==> config.mk <==
export PLATFORM = sky130hd
export DESIGN_NAME = sms_master
export DESIGN_NICKNAME = d
export VERILOG_FILES = /design/src/hdl/sms_pkg.sv /design/src/hdl/sms_master.sv
export VERILOG_INCLUDE_DIRS = /design/src /design/src/hdl
export SDC_FILE = /design/constraint.sdc
export NUM_CORES = 1
export LEC_CHECK = 0
export BUFFER_PORTS_ARGS = -buffer_cell sky130_fd_sc_hd__buf_2
export CORE_UTILIZATION = 36
export CTS_BUF_LIST = sky130_fd_sc_hd__clkbuf_8
export CTS_CLUSTER_SIZE = 28
export DETAILED_ROUTE_END_ITERATION = 10
export GPL_TIMING_DRIVEN = 0
export HOLD_SLACK_MARGIN = 0.03
export PLACE_DENSITY = 0.52
export SYNTH_ARGS = -nofsm -noshare
export SYNTH_HDL_FRONTEND = slang
export SYNTH_SLANG_ARGS = --single-unit
export TNS_END_PERCENT = 50
==> constraint.sdc <==
create_clock -name i_sys_clk -period 5.9 [get_ports i_sys_clk]
set_input_delay 1.18 -clock i_sys_clk [delete_from_list [all_inputs] [get_ports i_sys_clk]]
set_output_delay 1.18 -clock i_sys_clk [all_outputs]
set_load 0.05 [all_outputs]
==> src/hdl/sms_defines.svh <==
// register offsets, field positions, reset values and timing counts of the spi master
`ifndef SMS_DEFINES_SVH
`define SMS_DEFINES_SVH
`define SMS_ADDR_CTRL     4'h0
`define SMS_ADDR_STAT     4'h1
`define SMS_ADDR_BUF      4'h2
`define SMS_ADDR_RATE     4'h3
`define SMS_ADDR_IRQ_STAT 4'h4
`define SMS_ADDR_IRQ_MASK 4'h5
`define SMS_CTRL_EN       7
`define SMS_CTRL_OUT_EN   6
`define SMS_CTRL_CPOL     4
`define SMS_CTRL_RATE_LSB 0
`define SMS_STAT_SMP      7
`define SMS_STAT_CKE      6
`define SMS_STAT_BUSY     1
`define SMS_STAT_FULL     0
`define SMS_IRQ_DONE      0
`define SMS_IRQ_OVF       1
`define SMS_CTRL_RESET    8'h00
`define SMS_STAT_RESET    8'h00
`define SMS_RATE_RESET    8'h00
`define SMS_BITS          4'h8
`define SMS_CLK_NS        40
`endif

==> src/hdl/sms_pkg.sv <==
// types shared by the spi master
package sms_pkg;
    typedef enum logic [2:0] {
        SMS_DIV4  = 3'h0,
        SMS_DIV16 = 3'h1,
        SMS_DIV64 = 3'h2,
        SMS_TMR2  = 3'h3,
        SMS_DIVN  = 3'h4
    } sms_rate_e;
    typedef enum logic [2:0] {
        SMS_IDLE  = 3'h1,
        SMS_LEAD  = 3'h2,
        SMS_TRAIL = 3'h4
    } sms_state_e;
    typedef struct packed {
        logic       enable;
        logic       out_en;
        logic       cpol;
        logic       cke;
        logic       input_sample_phase;
        sms_rate_e  rate;
    } sms_cfg_s;
    typedef struct packed {
        logic sck;
        logic sdo;
        logic sdo_oe;
    } sms_pins_s;
endpackage

==> src/hdl/sms_master.sv <==
// spi master transfer engine with register port and interrupt
// How it works
// - master drives serial clock, starts any time without slave request
// - buffer write immediately starts a full-duplex byte transfer
// - with output disabled, input still sampled at programmed rate
// - received byte copied to buffer, flags and interrupt set
// - clock idle level and active edge from polarity and edge bits
// - bytes leave most significant bit first
// - rate is fosc/4, /16, /64, timer/2 or fosc/(4*(divisor+1))
// - with edge bit set, data valid before first clock edge
// - sample phase bit chooses middle or end sampling point
// - output clock is also the internal shift clock
//
// Local design decisions: strobed register access and the placing of the registers.
`timescale 1ns/100ps
`include "sms_defines.svh"
module sms_master #(
    parameter int BITS = 8
) (
    input  wire logic       i_sys_clk,
    input  wire logic       i_srst,
    input  wire logic [3:0] i_addr,
    input  wire logic [7:0] i_wdata,
    input  wire logic       i_wr,
    input  wire logic       i_rd,
    output logic      [7:0] o_rdata,
    input  wire logic       i_sdi,
    input  wire logic       i_timer_out,
    output logic            o_sck,
    output logic            o_sdo,
    output logic            o_sdo_oe,
    output logic            o_irq
);
    initial begin
        if (BITS != 8) $error("only 8-bit transfers are supported");
    end

    logic [7:0]          ctrl_q;
    logic [7:0]          cfg_bits_q;
    logic [7:0]          rate_q;
    logic [7:0]          buf_q;
    logic [7:0]          sr_q;
    logic [1:0]          irq_stat_q;
    logic [1:0]          irq_mask_q;
    logic                full_q;
    logic [3:0]          bit_cnt_q;
    logic [9:0]          div_cnt_q;
    logic [2:0]          sdi_sync_q;
    logic                sdi_q;
    logic [2:0]          tmr_sync_q;
    logic                tmr_tgl_q;
    logic                sck_q;
    logic                sdo_q;
    logic                oe_q;
    logic                irq_q;
    logic [7:0]          rdata_q;
    sms_pkg::sms_state_e state_q;
    sms_pkg::sms_cfg_s   cfg;

    function automatic logic [9:0] half_period(input sms_pkg::sms_rate_e r,
                                               input logic [7:0] n);
        case (r)
            sms_pkg::SMS_DIV4:  half_period = 10'h001;
            sms_pkg::SMS_DIV16: half_period = 10'h007;
            sms_pkg::SMS_DIV64: half_period = 10'h01F;
            sms_pkg::SMS_DIVN:  half_period = {1'b0, n, 1'b1};
            default:            half_period = 10'h001;
        endcase
    endfunction

    assign cfg.enable = ctrl_q[`SMS_CTRL_EN];
    assign cfg.out_en = ctrl_q[`SMS_CTRL_OUT_EN];
    assign cfg.cpol   = ctrl_q[`SMS_CTRL_CPOL];
    assign cfg.cke    = cfg_bits_q[`SMS_STAT_CKE];
    assign cfg.input_sample_phase    = cfg_bits_q[`SMS_STAT_SMP];
    assign cfg.rate   = sms_pkg::sms_rate_e'(ctrl_q[2:0]);

    wire        wr_ctrl  = i_wr && (i_addr == `SMS_ADDR_CTRL);
    wire        wr_stat  = i_wr && (i_addr == `SMS_ADDR_STAT);
    wire        wr_buf   = i_wr && (i_addr == `SMS_ADDR_BUF);
    wire        wr_rate  = i_wr && (i_addr == `SMS_ADDR_RATE);
    wire        wr_istat = i_wr && (i_addr == `SMS_ADDR_IRQ_STAT);
    wire        wr_imask = i_wr && (i_addr == `SMS_ADDR_IRQ_MASK);
    wire        rd_buf   = i_rd && (i_addr == `SMS_ADDR_BUF);
    wire        busy     = (state_q != sms_pkg::SMS_IDLE);
    // timer rate: each rising timer pulse toggles, so one edge per timer/2 half
    wire        tmr_rise = tmr_sync_q[1] && !tmr_sync_q[2];
    wire        tick_div = (div_cnt_q == half_period(cfg.rate, rate_q));
    wire        tick     = (cfg.rate == sms_pkg::SMS_TMR2) ? tmr_rise : tick_div;
    wire        last_bit = (bit_cnt_q == `SMS_BITS - 4'h1);
    wire        start    = wr_buf && cfg.enable && !busy;
    wire        lead_end = (state_q == sms_pkg::SMS_LEAD) && tick;
    wire        trail_end = (state_q == sms_pkg::SMS_TRAIL) && tick;
    // sample at mid-bit or at end of bit
    wire        sample   = cfg.input_sample_phase ? trail_end : lead_end;
    wire        done     = trail_end && last_bit;
    wire [7:0]  sr_in    = {sr_q[6:0], sdi_q};
    wire [7:0]  stat_rd  = {cfg.input_sample_phase, cfg.cke, 4'h0, busy, full_q};
    wire [7:0]  rd_mux   = (i_addr == `SMS_ADDR_CTRL)     ? ctrl_q :
                           (i_addr == `SMS_ADDR_STAT)     ? stat_rd :
                           (i_addr == `SMS_ADDR_BUF)      ? buf_q :
                           (i_addr == `SMS_ADDR_RATE)     ? rate_q :
                           (i_addr == `SMS_ADDR_IRQ_STAT) ? {6'h00, irq_stat_q} :
                           (i_addr == `SMS_ADDR_IRQ_MASK) ? {6'h00, irq_mask_q} :
                                                            8'h00;
    wire        ovf_evt  = done && full_q && !rd_buf;
    // done and overflow set wins over clear
    wire [1:0]  istat_d  = (irq_stat_q & ~({2{wr_istat}} & i_wdata[1:0]))
                           | {ovf_evt, done};

    // three stages; only the second and third agree on a change
    always_ff @(posedge i_sys_clk) begin
        sdi_sync_q <= {sdi_sync_q[1:0], i_sdi};
        tmr_sync_q <= {tmr_sync_q[1:0], i_timer_out};
        if (sdi_sync_q[1] == sdi_sync_q[2]) begin
            sdi_q <= sdi_sync_q[2];
        end
    end

    always_ff @(posedge i_sys_clk) begin
        if (i_srst) begin
            ctrl_q     <= `SMS_CTRL_RESET;
            cfg_bits_q <= `SMS_STAT_RESET;
            rate_q     <= `SMS_RATE_RESET;
            irq_mask_q <= 2'h0;
            irq_stat_q <= 2'h0;
            rdata_q    <= 8'h00;
            irq_q      <= 1'b0;
        end else begin
            if (wr_ctrl) ctrl_q <= i_wdata;
            if (wr_stat) cfg_bits_q <= i_wdata & 8'hC0;
            if (wr_rate) rate_q <= i_wdata;
            if (wr_imask) irq_mask_q <= i_wdata[1:0];
            irq_stat_q <= istat_d;
            rdata_q    <= i_rd ? rd_mux : 8'h00;
            irq_q      <= |(istat_d & irq_mask_q);
        end
    end

    always_ff @(posedge i_sys_clk) begin
        if (i_srst || !busy || tick) begin
            div_cnt_q <= 10'h000;
        end else begin
            div_cnt_q <= div_cnt_q + 10'h001;
        end
    end

    always_ff @(posedge i_sys_clk) begin
        if (i_srst) begin
            state_q   <= sms_pkg::SMS_IDLE;
            bit_cnt_q <= 4'h0;
            sr_q      <= 8'h00;
            buf_q     <= 8'h00;
            full_q    <= 1'b0;
            sck_q     <= 1'b0;
            sdo_q     <= 1'b0;
            oe_q      <= 1'b0;
        end else begin
            oe_q <= cfg.enable && cfg.out_en;
            if (rd_buf) full_q <= 1'b0;
            if (sample) sr_q <= sr_in;
            case (state_q)
                sms_pkg::SMS_IDLE: begin
                    sck_q <= cfg.cpol;
                    if (start) begin
                        state_q   <= sms_pkg::SMS_LEAD;
                        bit_cnt_q <= 4'h0;
                        sr_q      <= i_wdata;
                        buf_q     <= i_wdata;
                        // msb first; valid before first edge
                        sdo_q     <= i_wdata[7];
                    end
                end
                sms_pkg::SMS_LEAD: begin
                    if (tick) begin
                        sck_q   <= ~cfg.cpol;
                        state_q <= sms_pkg::SMS_TRAIL;
                        // with edge bit clear data changes on the leading edge
                        if (!cfg.cke && bit_cnt_q != 4'h0) sdo_q <= sr_q[7];
                    end
                end
                sms_pkg::SMS_TRAIL: begin
                    if (tick) begin
                        sck_q <= cfg.cpol;
                        // stop after eight periods, clock idle
                        if (last_bit) begin
                            state_q <= sms_pkg::SMS_IDLE;
                            buf_q   <= cfg.input_sample_phase ? sr_in : sr_q;
                            full_q  <= 1'b1;
                        end else begin
                            state_q   <= sms_pkg::SMS_LEAD;
                            bit_cnt_q <= bit_cnt_q + 4'h1;
                            // next bit set up before its first edge
                            if (cfg.cke) sdo_q <= cfg.input_sample_phase ? sr_in[7] : sr_q[7];
                        end
                    end
                end
                default: state_q <= sms_pkg::SMS_IDLE;
            endcase
        end
    end

    // the driven clock is the shift clock; one register serves both
    // sampling continues regardless of output enable
    assign o_sck    = sck_q;
    assign o_sdo    = sdo_q;
    assign o_sdo_oe = oe_q;
    assign o_irq    = irq_q;
    assign o_rdata  = rdata_q;
endmodule

==> Word level (Yosys, flattened, before mapping) <==
Cells that the tools add are included.
{ "totals": {"mem_count": 0, "input_bits": 18, "register_bits": 75, "rom_bits": 0, "elab_cells": 126, "ramBits": 0, "latchBits": 0} }
{ "op_classes": {"eq_ne": 23, "reduce_logical": 34, "n_shift": 0, "n_addsub": 2, "mul": 0, "order_cmp": 0, "mux": 41, "bitwise": 7, "div": 0} }
{ "ops": {"columns": ["cell", "count"], "rows": [
  ["$mux W8", 11],
  ["$pmux W9 S3", 1],
  ["$logic_and A1 B1 Y1", 17],
  ["$pmux W8 S2", 1],
  ["$mux W1", 15],
  ["$eq A4 B3 Y1 const B", 3],
  ["$mux W4", 3],
  ["$ne A2 B2 Y1 const B", 6],
  ["$add A10 B1 Y10 const B", 1],
  ["$eq A10 B10 Y1", 1],
  ["$eq A3 B2 Y1 const B", 3],
  ["$mux W3", 3],
  ["$pmux W3 S3", 1],
  ["$eq A4 B2 Y1 const B", 2],
  ["$pmux W4 S2", 1],
  ["$reduce_and A4 Y1", 2],
  ["$reduce_and A7 Y1", 1],
  ["$and A2 B2 Y2", 3],
  ["$eq A3 B1 Y1 const B", 2],
  ["$eq A3 B3 Y1 const B", 2],
  ["$mux W2", 3],
  ["$pmux W1 S3", 2],
  ["$reduce_and A3 Y1", 2],
  ["$add A4 B1 Y4 const B", 1],
  ["14 further kinds", 20]
]} }

==> Longest topological paths before layout <==
Gate-level depths: netlist of the first run.
{ "depth": {"ltp_word": 11, "depth_mapped": 8, "depth_no_buf": 7} }

==> Worst setup path before layout of the first run <==
Ideal clock, no wire load.
{ "synth_path": {"path_kind": "input port to flip-flop", "from": "input port i_addr[2]", "to": "register bit_cnt_q[3]", "path_slack_ns": 3.133, "setup_time_ns": 0.132, "n_path_buf": 1, "required_ns": 5.768, "stages": 7, "t_arrival_ns": 2.635, "cell_sequence": "or2_2 -> clkbuf_1 -> nor4_4 -> nor2_1 -> o21a_1 -> a41oi_1 -> a21oi_1"} }
{ "synth_via": {"elab_chain_len": 6} }
{ "synth_lines": {"columns": ["element", "line_no", "source"], "rows": [
  ["start, declared", "sms_master.sv:22", "input wire logic [3:0] i_addr,"],
  ["$eq A4 B2 Y1 (no source line)", null, null],
  ["$logic_and A1 B1 Y1", "sms_master.sv:80", "wire wr_buf = i_wr && (i_addr == `SMS_ADDR_BUF);"],
  ["$logic_and A1 B1 Y1 (2 in a row)", "sms_master.sv:91", "wire start = wr_buf && cfg.enable && !busy;"],
  ["$ne A2 B2 Y1 (no source line)", null, null],
  ["$reduce_and A4 Y1 (no source line)", null, null],
  ["end signal, assigned", "sms_master.sv:192", "bit_cnt_q <= bit_cnt_q + 4'h1;"],
  ["end, declared", "sms_master.sv:46", "logic [3:0] bit_cnt_q;"]
]} }
No other way between the ends.
A chain may end at the register's enable or synchronous reset.

==> Worst setup path after layout of the first run <==
Same ends and word-level chain as after synthesis.

==> results of run 1 <==
[layout make-up]
type | count | area [um^2] | share of cell area (%)
well taps | 140 | 175 | 3.93
inverters | 10 | 37.5 | 0.843
repair buffers | 27 | 135 | 3.03
flip-flops and latches | 75 | 1510 | 33.9
clock inverters | 2 | 7.51 | 0.169
clock buffers | 11 | 151 | 3.40
multi-input cells | 348 | 2290 | 51.4
plain buffers | 31 | 145 | 3.26
[layer usage]
layer  global-route usage, %  share of wire (%)  routed length (um)  vias up
met3                    4.62                6.5                 734       12
met5                       0                  0                   0        -
met1                    29.3                 49                5510     1647
li1                        -                  -                   -     1759
met2                    31.3                 43                4880      117
met4                    6.26                1.1                 127        0
[cells in the final DEF (no fill, tap or decap), types with 3 or more instances in the layout]
cell type / n
xnor2_1: 6
nand4b_1: 3
nand3b_1: 3
and3_1: 5
nand3_1: 12
ha_1: 3
nand2b_1: 5
or3b_1: 3
or3_1: 4
a22oi_1: 4
nand4_1: 5
nor3_1: 6
a31oi_1: 7
inv_1: 12
dfxtp_1: 74
buf_1: 4
nor2_1: 67
buf_4: 3
clkbuf_8: 11
or2_2: 3
a211oi_1: 22
nor2b_1: 10
buf_2: 29
clkbuf_1: 20
xor2_1: 5
mux2i_1: 40
a211o_1: 3
a21oi_1: 17
o211ai_1: 11
and4_1: 3
nor4bb_1: 3
a21o_1: 4
o21ai_0: 17
nand2_1: 32
[power by group through the flow]
stage | clock network (mW) | registers (mW) | logic (mW)
2_1_floorplan | 0 | 0.539 | 0.0543
3_3_place_gp | 0 | 0.533 | 0.0934
3_5_place_dp | 0 | 0.534 | 0.0937
4_1_cts | 0.364 | 0.522 | 0.0940
5_1_grt | 0.384 | 0.523 | 0.103
6_report | 0.357 | 0.522 | 0.0944
[flip-flops by register name, summed over array words and instances (netlist names), 2 cells and up]
signal      cells
bit_cnt_q       4
buf_q           8
cfg_bits_q      2
ctrl_q          8
div_cnt_q      10
irq_mask_q      2
irq_stat_q      2
o_rdata         8
rate_q          8
sdi_sync_q      3
sr_q            8
state_q         3
tmr_sync_q      3
[cells in the mapped netlist, types with 4 or more instances]
library cell	n
a211oi_1	22
a21o_1	4
a21oi_1	17
a22oi_1	4
a31oi_1	7
and3_1	5
buf_1	4
clkbuf_1	20
dfxtp_1	74
inv_1	10
mux2i_1	40
nand2_1	32
nand2b_1	5
nand3_1	12
nand4_1	5
nor2_1	67
nor2b_1	10
nor3_1	6
o211ai_1	11
o21ai_0	17
or3_1	4
xnor2_1	6
xor2_1	5
[worst max-delay path by stage]
stage,endpoint,slack (ps),cells past startpoint
floorplan,bit_cnt_q[3]$_SDFFE_PP0P_,3130,7
global placement,bit_cnt_q[3]$_SDFFE_PP0P_,2590,8
detailed placement,bit_cnt_q[3]$_SDFFE_PP0P_,2590,8
CTS,bit_cnt_q[3]$_SDFFE_PP0P_,2990,8
global route,bit_cnt_q[3]$_SDFFE_PP0P_,2770,8
finish,bit_cnt_q[3]$_SDFFE_PP0P_,2990,8
[cell families (layout without fill, tap and decap cells)]
kind of cell	count (synthesis)	after routing
flops	75	75
buf+inv	41	81
fa+ha+maj	3	3
mux	42	42
xor+xnor	11	11
simple gates	184	184
compound gates	108	108
[worst max-delay path, delay by kind of cell]
kind            cells  cell delay [ps]
simple gates        3             1160
buf+inv             2              320
compound gates      3              460
[per-stage QoR]
step	cells	worst slack [ps]	utilization, %	hold slack, ps
after floorplan	464	3130	-	310
after CTS	644	2990	41.3	329
after detailed placement	631	2590	39.8	312
after global routing	644	2770	41.3	335
final	644	2990	41.3	329
after global placement	631	2590	39.8	311
==> results.md, run 1 <==
- Sequential share of power: 53.6%
- Status: finished clean
- Final Slew Violations: 0
- CP Data Arrival Time: roughly 3100 ps
- FP Rows: 38
- Clock sink total: 75
- Filler cells: around 1100
- Worst-Margin Slew: 691 ps
- DR vias: ~3500
- Initial antenna violation count: 0
- Ant. Diodes: 0
- Combinational power share: around 9.7%
- H-tree levels: 3
- Peak VDD IR: about 0.11 mV
- Critical Path Fanout Max: 10
- Die Y-Extent: around 110 um
- Hold-fix buffers at CTS: 0
- Internal power: between 0.7 and 0.8 mW
- Routed len/inst: roughly 17 um
- Yosys top cell area share: between 30% and 40%
- Gpl congestion: 0.872
- Top cells by area, synth: dfxtp_1 (37%), mux2i_1 (10%), nor2_1 (6.3%), a211oi_1 (4.1%), nand2_1 (3.0%)
- Crit path capture type: register
- RSZ-0062 raised after global routing: false
- Setup crit start: i_addr[2]
- Critical path type: in -> reg
- Static Leak: roughly 1.6 nW
- First-pass detailed-route iteration total: 5
- Avg Cell Area, Syn: 8.59 um^2
- Core area: roughly 0.011 mm^2
- Worst Hold Launch: sdi_sync_q[0]$_DFF_P_
- Critical path's slowest cell: nor4_4
- Reg2reg end: buf_q[0]$_SDFFE_PP0P_
- Post-synthesis net count: around 490
- R2R depth: 8
- Tmin final: 2910 ps
- WP data required: 6130 ps
- R2r setup slk: between 3000 and 4000 ps
- Layout area overhead: 11.8%
- Worst-path clk slew: 70 ps
- Worst path max stage delay: ~680 ps
- Crit path launch type: input pin
- Yosys warns: 0
- Die width: 107 um
- Clock Path Buffers: 2
- Worst Hold Class: reg -> reg
- Synthesized area: between 0.003 and 0.004 mm^2
- Mux contribution to synthesized area: roughly a tenth
- Synth Register Bits: 75
- CTS Buf Count: 9
- DR iter-0 viols: about 250
- Slew HR: roughly 54%
- Fraction of layout cells with a size suffix above 1: a little under an eighth
- Worst path cell trace: buf_2 -> or2_2 -> clkbuf_1 -> nor4_4 -> nor2_1 -> o21a_1 -> a41oi_1 -> a21oi_1
- First-pass GRT wire length: approximately 18000 um
- R2r startpoint: state_q[0]$_SDFFE_PP1P_
- Post-CTS Resized: 0
- FFs w/ async S/R, synth: 0%
- Die ar.: approximately 0.011 mm^2
- Sw Share: 26.9%
- Most used flip-flop cell after synthesis: dfxtp_1
- GRT Total Usage: roughly 21%
- Root Buffer: clkbuf_8
- Fin. Hold Viols: 0
- Largest family of logic cells by synthesized area: simple AND/OR/NAND/NOR gates
- XOR/XNOR Fraction of Synth Area: under 10%
- Largest area contributor in the netlist: dfxtp_1
- DRT antenna net count: 0
- Post-synth EDFFs: 1
- Clk network pwr share: between 30% and 40%
- Post-Synth Adder-Cell Area: less than 1%
- Count of cell types in the netlist: between 60 and 70
- Tot Pwr: approximately 1 mW
- Post-CTS Setup Bufs: 0
- GR Overflow Total: 0
- Worst Skew: between 7 and 8 ps
- WHS Path Cells: 0
- Final nets: between 500 and 600
- Cell count after synthesis: 464
- Compound-Gate Fraction of Synth Area: between 10% and 20%
- DRC viols: 0
- Hold EP: sdi_sync_q[1]$_DFF_P_
- Hpwl dp: ~8300 um
- Drt total wl: approximately 11000 um
- Post-route cell area: 0.00445 mm^2
- # IOs: 30
- Initial Util: a little under two fifths
- Vias in the first global route: ~3300
- Cell Area, Placed: about 0.0043 mm^2
- PwrDens: around 220 mW/mm^2
- F_max: approximately 0.34 GHz
- Clk_lat worst skew: roughly 370 ps
- Fin crit share: between 40% and 50%
- Seq/Total Area, Yosys: between 30% and 40%
- MaxCap Viol Count: 0
- Setup TNS Final: 0 ps
- Final setup viols: 0
- Net Sw Power: about 0.26 mW
- CTS tree: built
- Synth Area in Simple Gates: roughly 25%
- Largest net degree at the start of global routing: 12
- IO Port Bufs: 27
- Drt via density: about 5.5
(Power assumes the default switching activity.)
==> run 2: changes to the inputs <==
==> constraint.sdc (replaced) <==
create_clock -name i_sys_clk -period 3 [get_ports i_sys_clk]
set_input_delay 0.6 -clock i_sys_clk [delete_from_list [all_inputs] [get_ports i_sys_clk]]
set_output_delay 0.6 -clock i_sys_clk [all_outputs]
set_load 0.05 [all_outputs]
==> run 2 against run 1 <==
Combinational power is 97% higher. Largest power group unchanged. Worst setup slack worse by 2500 ps. Total power is 96% higher. Sequential share of layout area hardly changed. Global-route usage stayed put. Highest routed layer unchanged. Via count is 0.28% higher. Flip-flop and latch count stayed put.
==> results.md, run 2 (synthesis results as in run 1) <==
- Status: finished clean
- Initial antenna violation count: 0
- GR Overflow Total: 0
- Clock Path Buffers: 2
- Fin. Hold Viols: 0
- Gpl congestion: between 0.8 and 0.9
- Core area: about 0.011 mm^2
- DRT antenna net count: 0
- Clk_lat worst skew: about 370 ps
- IO Port Bufs: 27
- PwrDens: 429 mW/mm^2
- F_max: roughly 0.4 GHz
- MaxCap Viol Count: 0
- GRT Total Usage: 20.7%
- Post-CTS Setup Bufs: 0
- Setup ws final: 450 ps
- Hpwl dp: approximately 8300 um
- Die ar.: 0.0115 mm^2
- Worst Skew: ~6.6 ps
- Layout area overhead: 11.8%
- DRC viols: 0
- Fin crit share: 85.0%
- FP Rows: 38
- Tmin final: 2550 ps
- Slew HR: between 50% and 60%
- Drt via density: between 5 and 6
- CTS Buf Count: 9
- Cells after DPL: 631
- Filler cells: approximately 1100
- Final setup viols: 0
- Final nets: ~520
- Final Slew Violations: 0
- Cell Area, Placed: about 0.0043 mm^2
- DR vias: about 3500
- Worst-Margin Slew: approximately 700 ps
- Setup TNS Final: 0 ps
- Max reg flops: 10
- Static Leak: 1.60 nW
- Routed len/inst: between 15 and 20 um
- Critical path type: reg -> reg
- Initial Util: between 30% and 40%
- Drt total wl: 11300 um
- Non-Filler Instances: about 640
- Most frequent cells in the layout: dfxtp_1 (74), nor2_1 (66), mux2i_1 (40)
- DP Worst Slack: around 270 ps
- Largest net degree at the start of global routing: 12
- Worst-path clk slew: 70 ps
- Peak VDD IR: around 0.22 mV
- Die width: between 100 and 150 um
- Fraction of layout cells with a size suffix above 1: 12.1%
- Crit path launch type: register
- Clock sink total: 75
- DR iter-0 viols: around 260
- First-pass GRT wire length: approximately 18000 um
- # IOs: 30
- Die Y-Extent: 107 um
- WP data required: 3260 ps
- CTS tree: built
- Worst Hold Class: reg -> reg
- Worst hold slack: roughly 330 ps
- Ant. Diodes: 0
- Root Buffer: clkbuf_8
- First-pass detailed-route iteration total: 5
- Post-route cell area: approximately 0.0045 mm^2
- Area of the multi-input gates: between 0.002 and 0.0025 mm^2
- CP Data Arrival Time: about 2800 ps
- Leading cell type in the layout, fill and taps excluded: dfxtp_1
- Critical Path Fanout Max: 10
- FF/Latch Area: ~0.0015 mm^2
- Crit path capture type: register
- RSZ-0062 raised after global routing: false
- Biggest register: div_cnt_q
- H-tree levels: 3
- Vias in the first global route: between 3000 and 4000
[run 2: stage by stage]
| stage | utilization [%] | total power [mW] |
|---|---|---|
| global placement | 39.8 | 1.23 |
| finish | 41.3 | 1.91 |
| detailed placement | 39.8 | 1.23 |
| global route | 41.3 | 1.99 |
| CTS | 41.3 | 1.93 |
| floorplan | - | 1.17 |
[run 2: where the power goes]
| group | switching [mW] | total, mW | internal (mW) |
|---|---|---|---|
| sequential | 0.0130 | 1.03 | 1.01 |
| combinational | 0.126 | 0.186 | 0.0604 |
| clock | 0.373 | 0.700 | 0.326 |
[run 2: what timing repair did]
action,CTS,global route
gates resized for setup,0,1
hold buffers,0,0
endpoints found under the setup margin,0,2
[run 2: path summary, 6_finish.rpt]
path / startpoint / to / slack, ps / cells past startpoint
worst max-delay path: ctrl_q[2]$_SDFFE_PP0P_ / state_q[1]$_SDFFE_PP0P_ / 450 / 6
worst min-delay path: sdi_sync_q[0]$_DFF_P_ / sdi_sync_q[1]$_DFF_P_ / 330 / 0
worst min register to register: sdi_sync_q[0]$_DFF_P_ / sdi_sync_q[1]$_DFF_P_ / 330 / 0
worst max register to register: ctrl_q[2]$_SDFFE_PP0P_ / state_q[1]$_SDFFE_PP0P_ / 450 / 6
[run 2: cell type report]
class                   instances  area share (%)
plain buffers                  31            3.26
clock buffers                  11            3.40
clock inverters                 2           0.168
inverters                      10           0.842
multi-input cells             348            51.5
flip-flops and latches         75            33.9
well taps                     140            3.93
repair buffers                 27            3.03
[run 2: per-layer routing]
| layer | part of all wire [%] | vias up | track usage (%) | wire length, um |
|---|---|---|---|---|
| met5 | 0 | - | 0 | 0 |
| met4 | 1.0 | 0 | 6.26 | 113 |
| met3 | 5.6 | 11 | 4.62 | 631 |
| met2 | 44 | 107 | 31.3 | 4910 |
| met1 | 50 | 1669 | 29.3 | 5620 |
| li1 | - | 1758 | - | - |
[run 2: worst max-delay path, stage by stage, from the launching register on]
cell and delay [ps]:
dfxtp_1 340, buf_6 150, nand2b_1 200, nor3_1 570
clkbuf_1 490, nor2_1 290, o311a_1 390
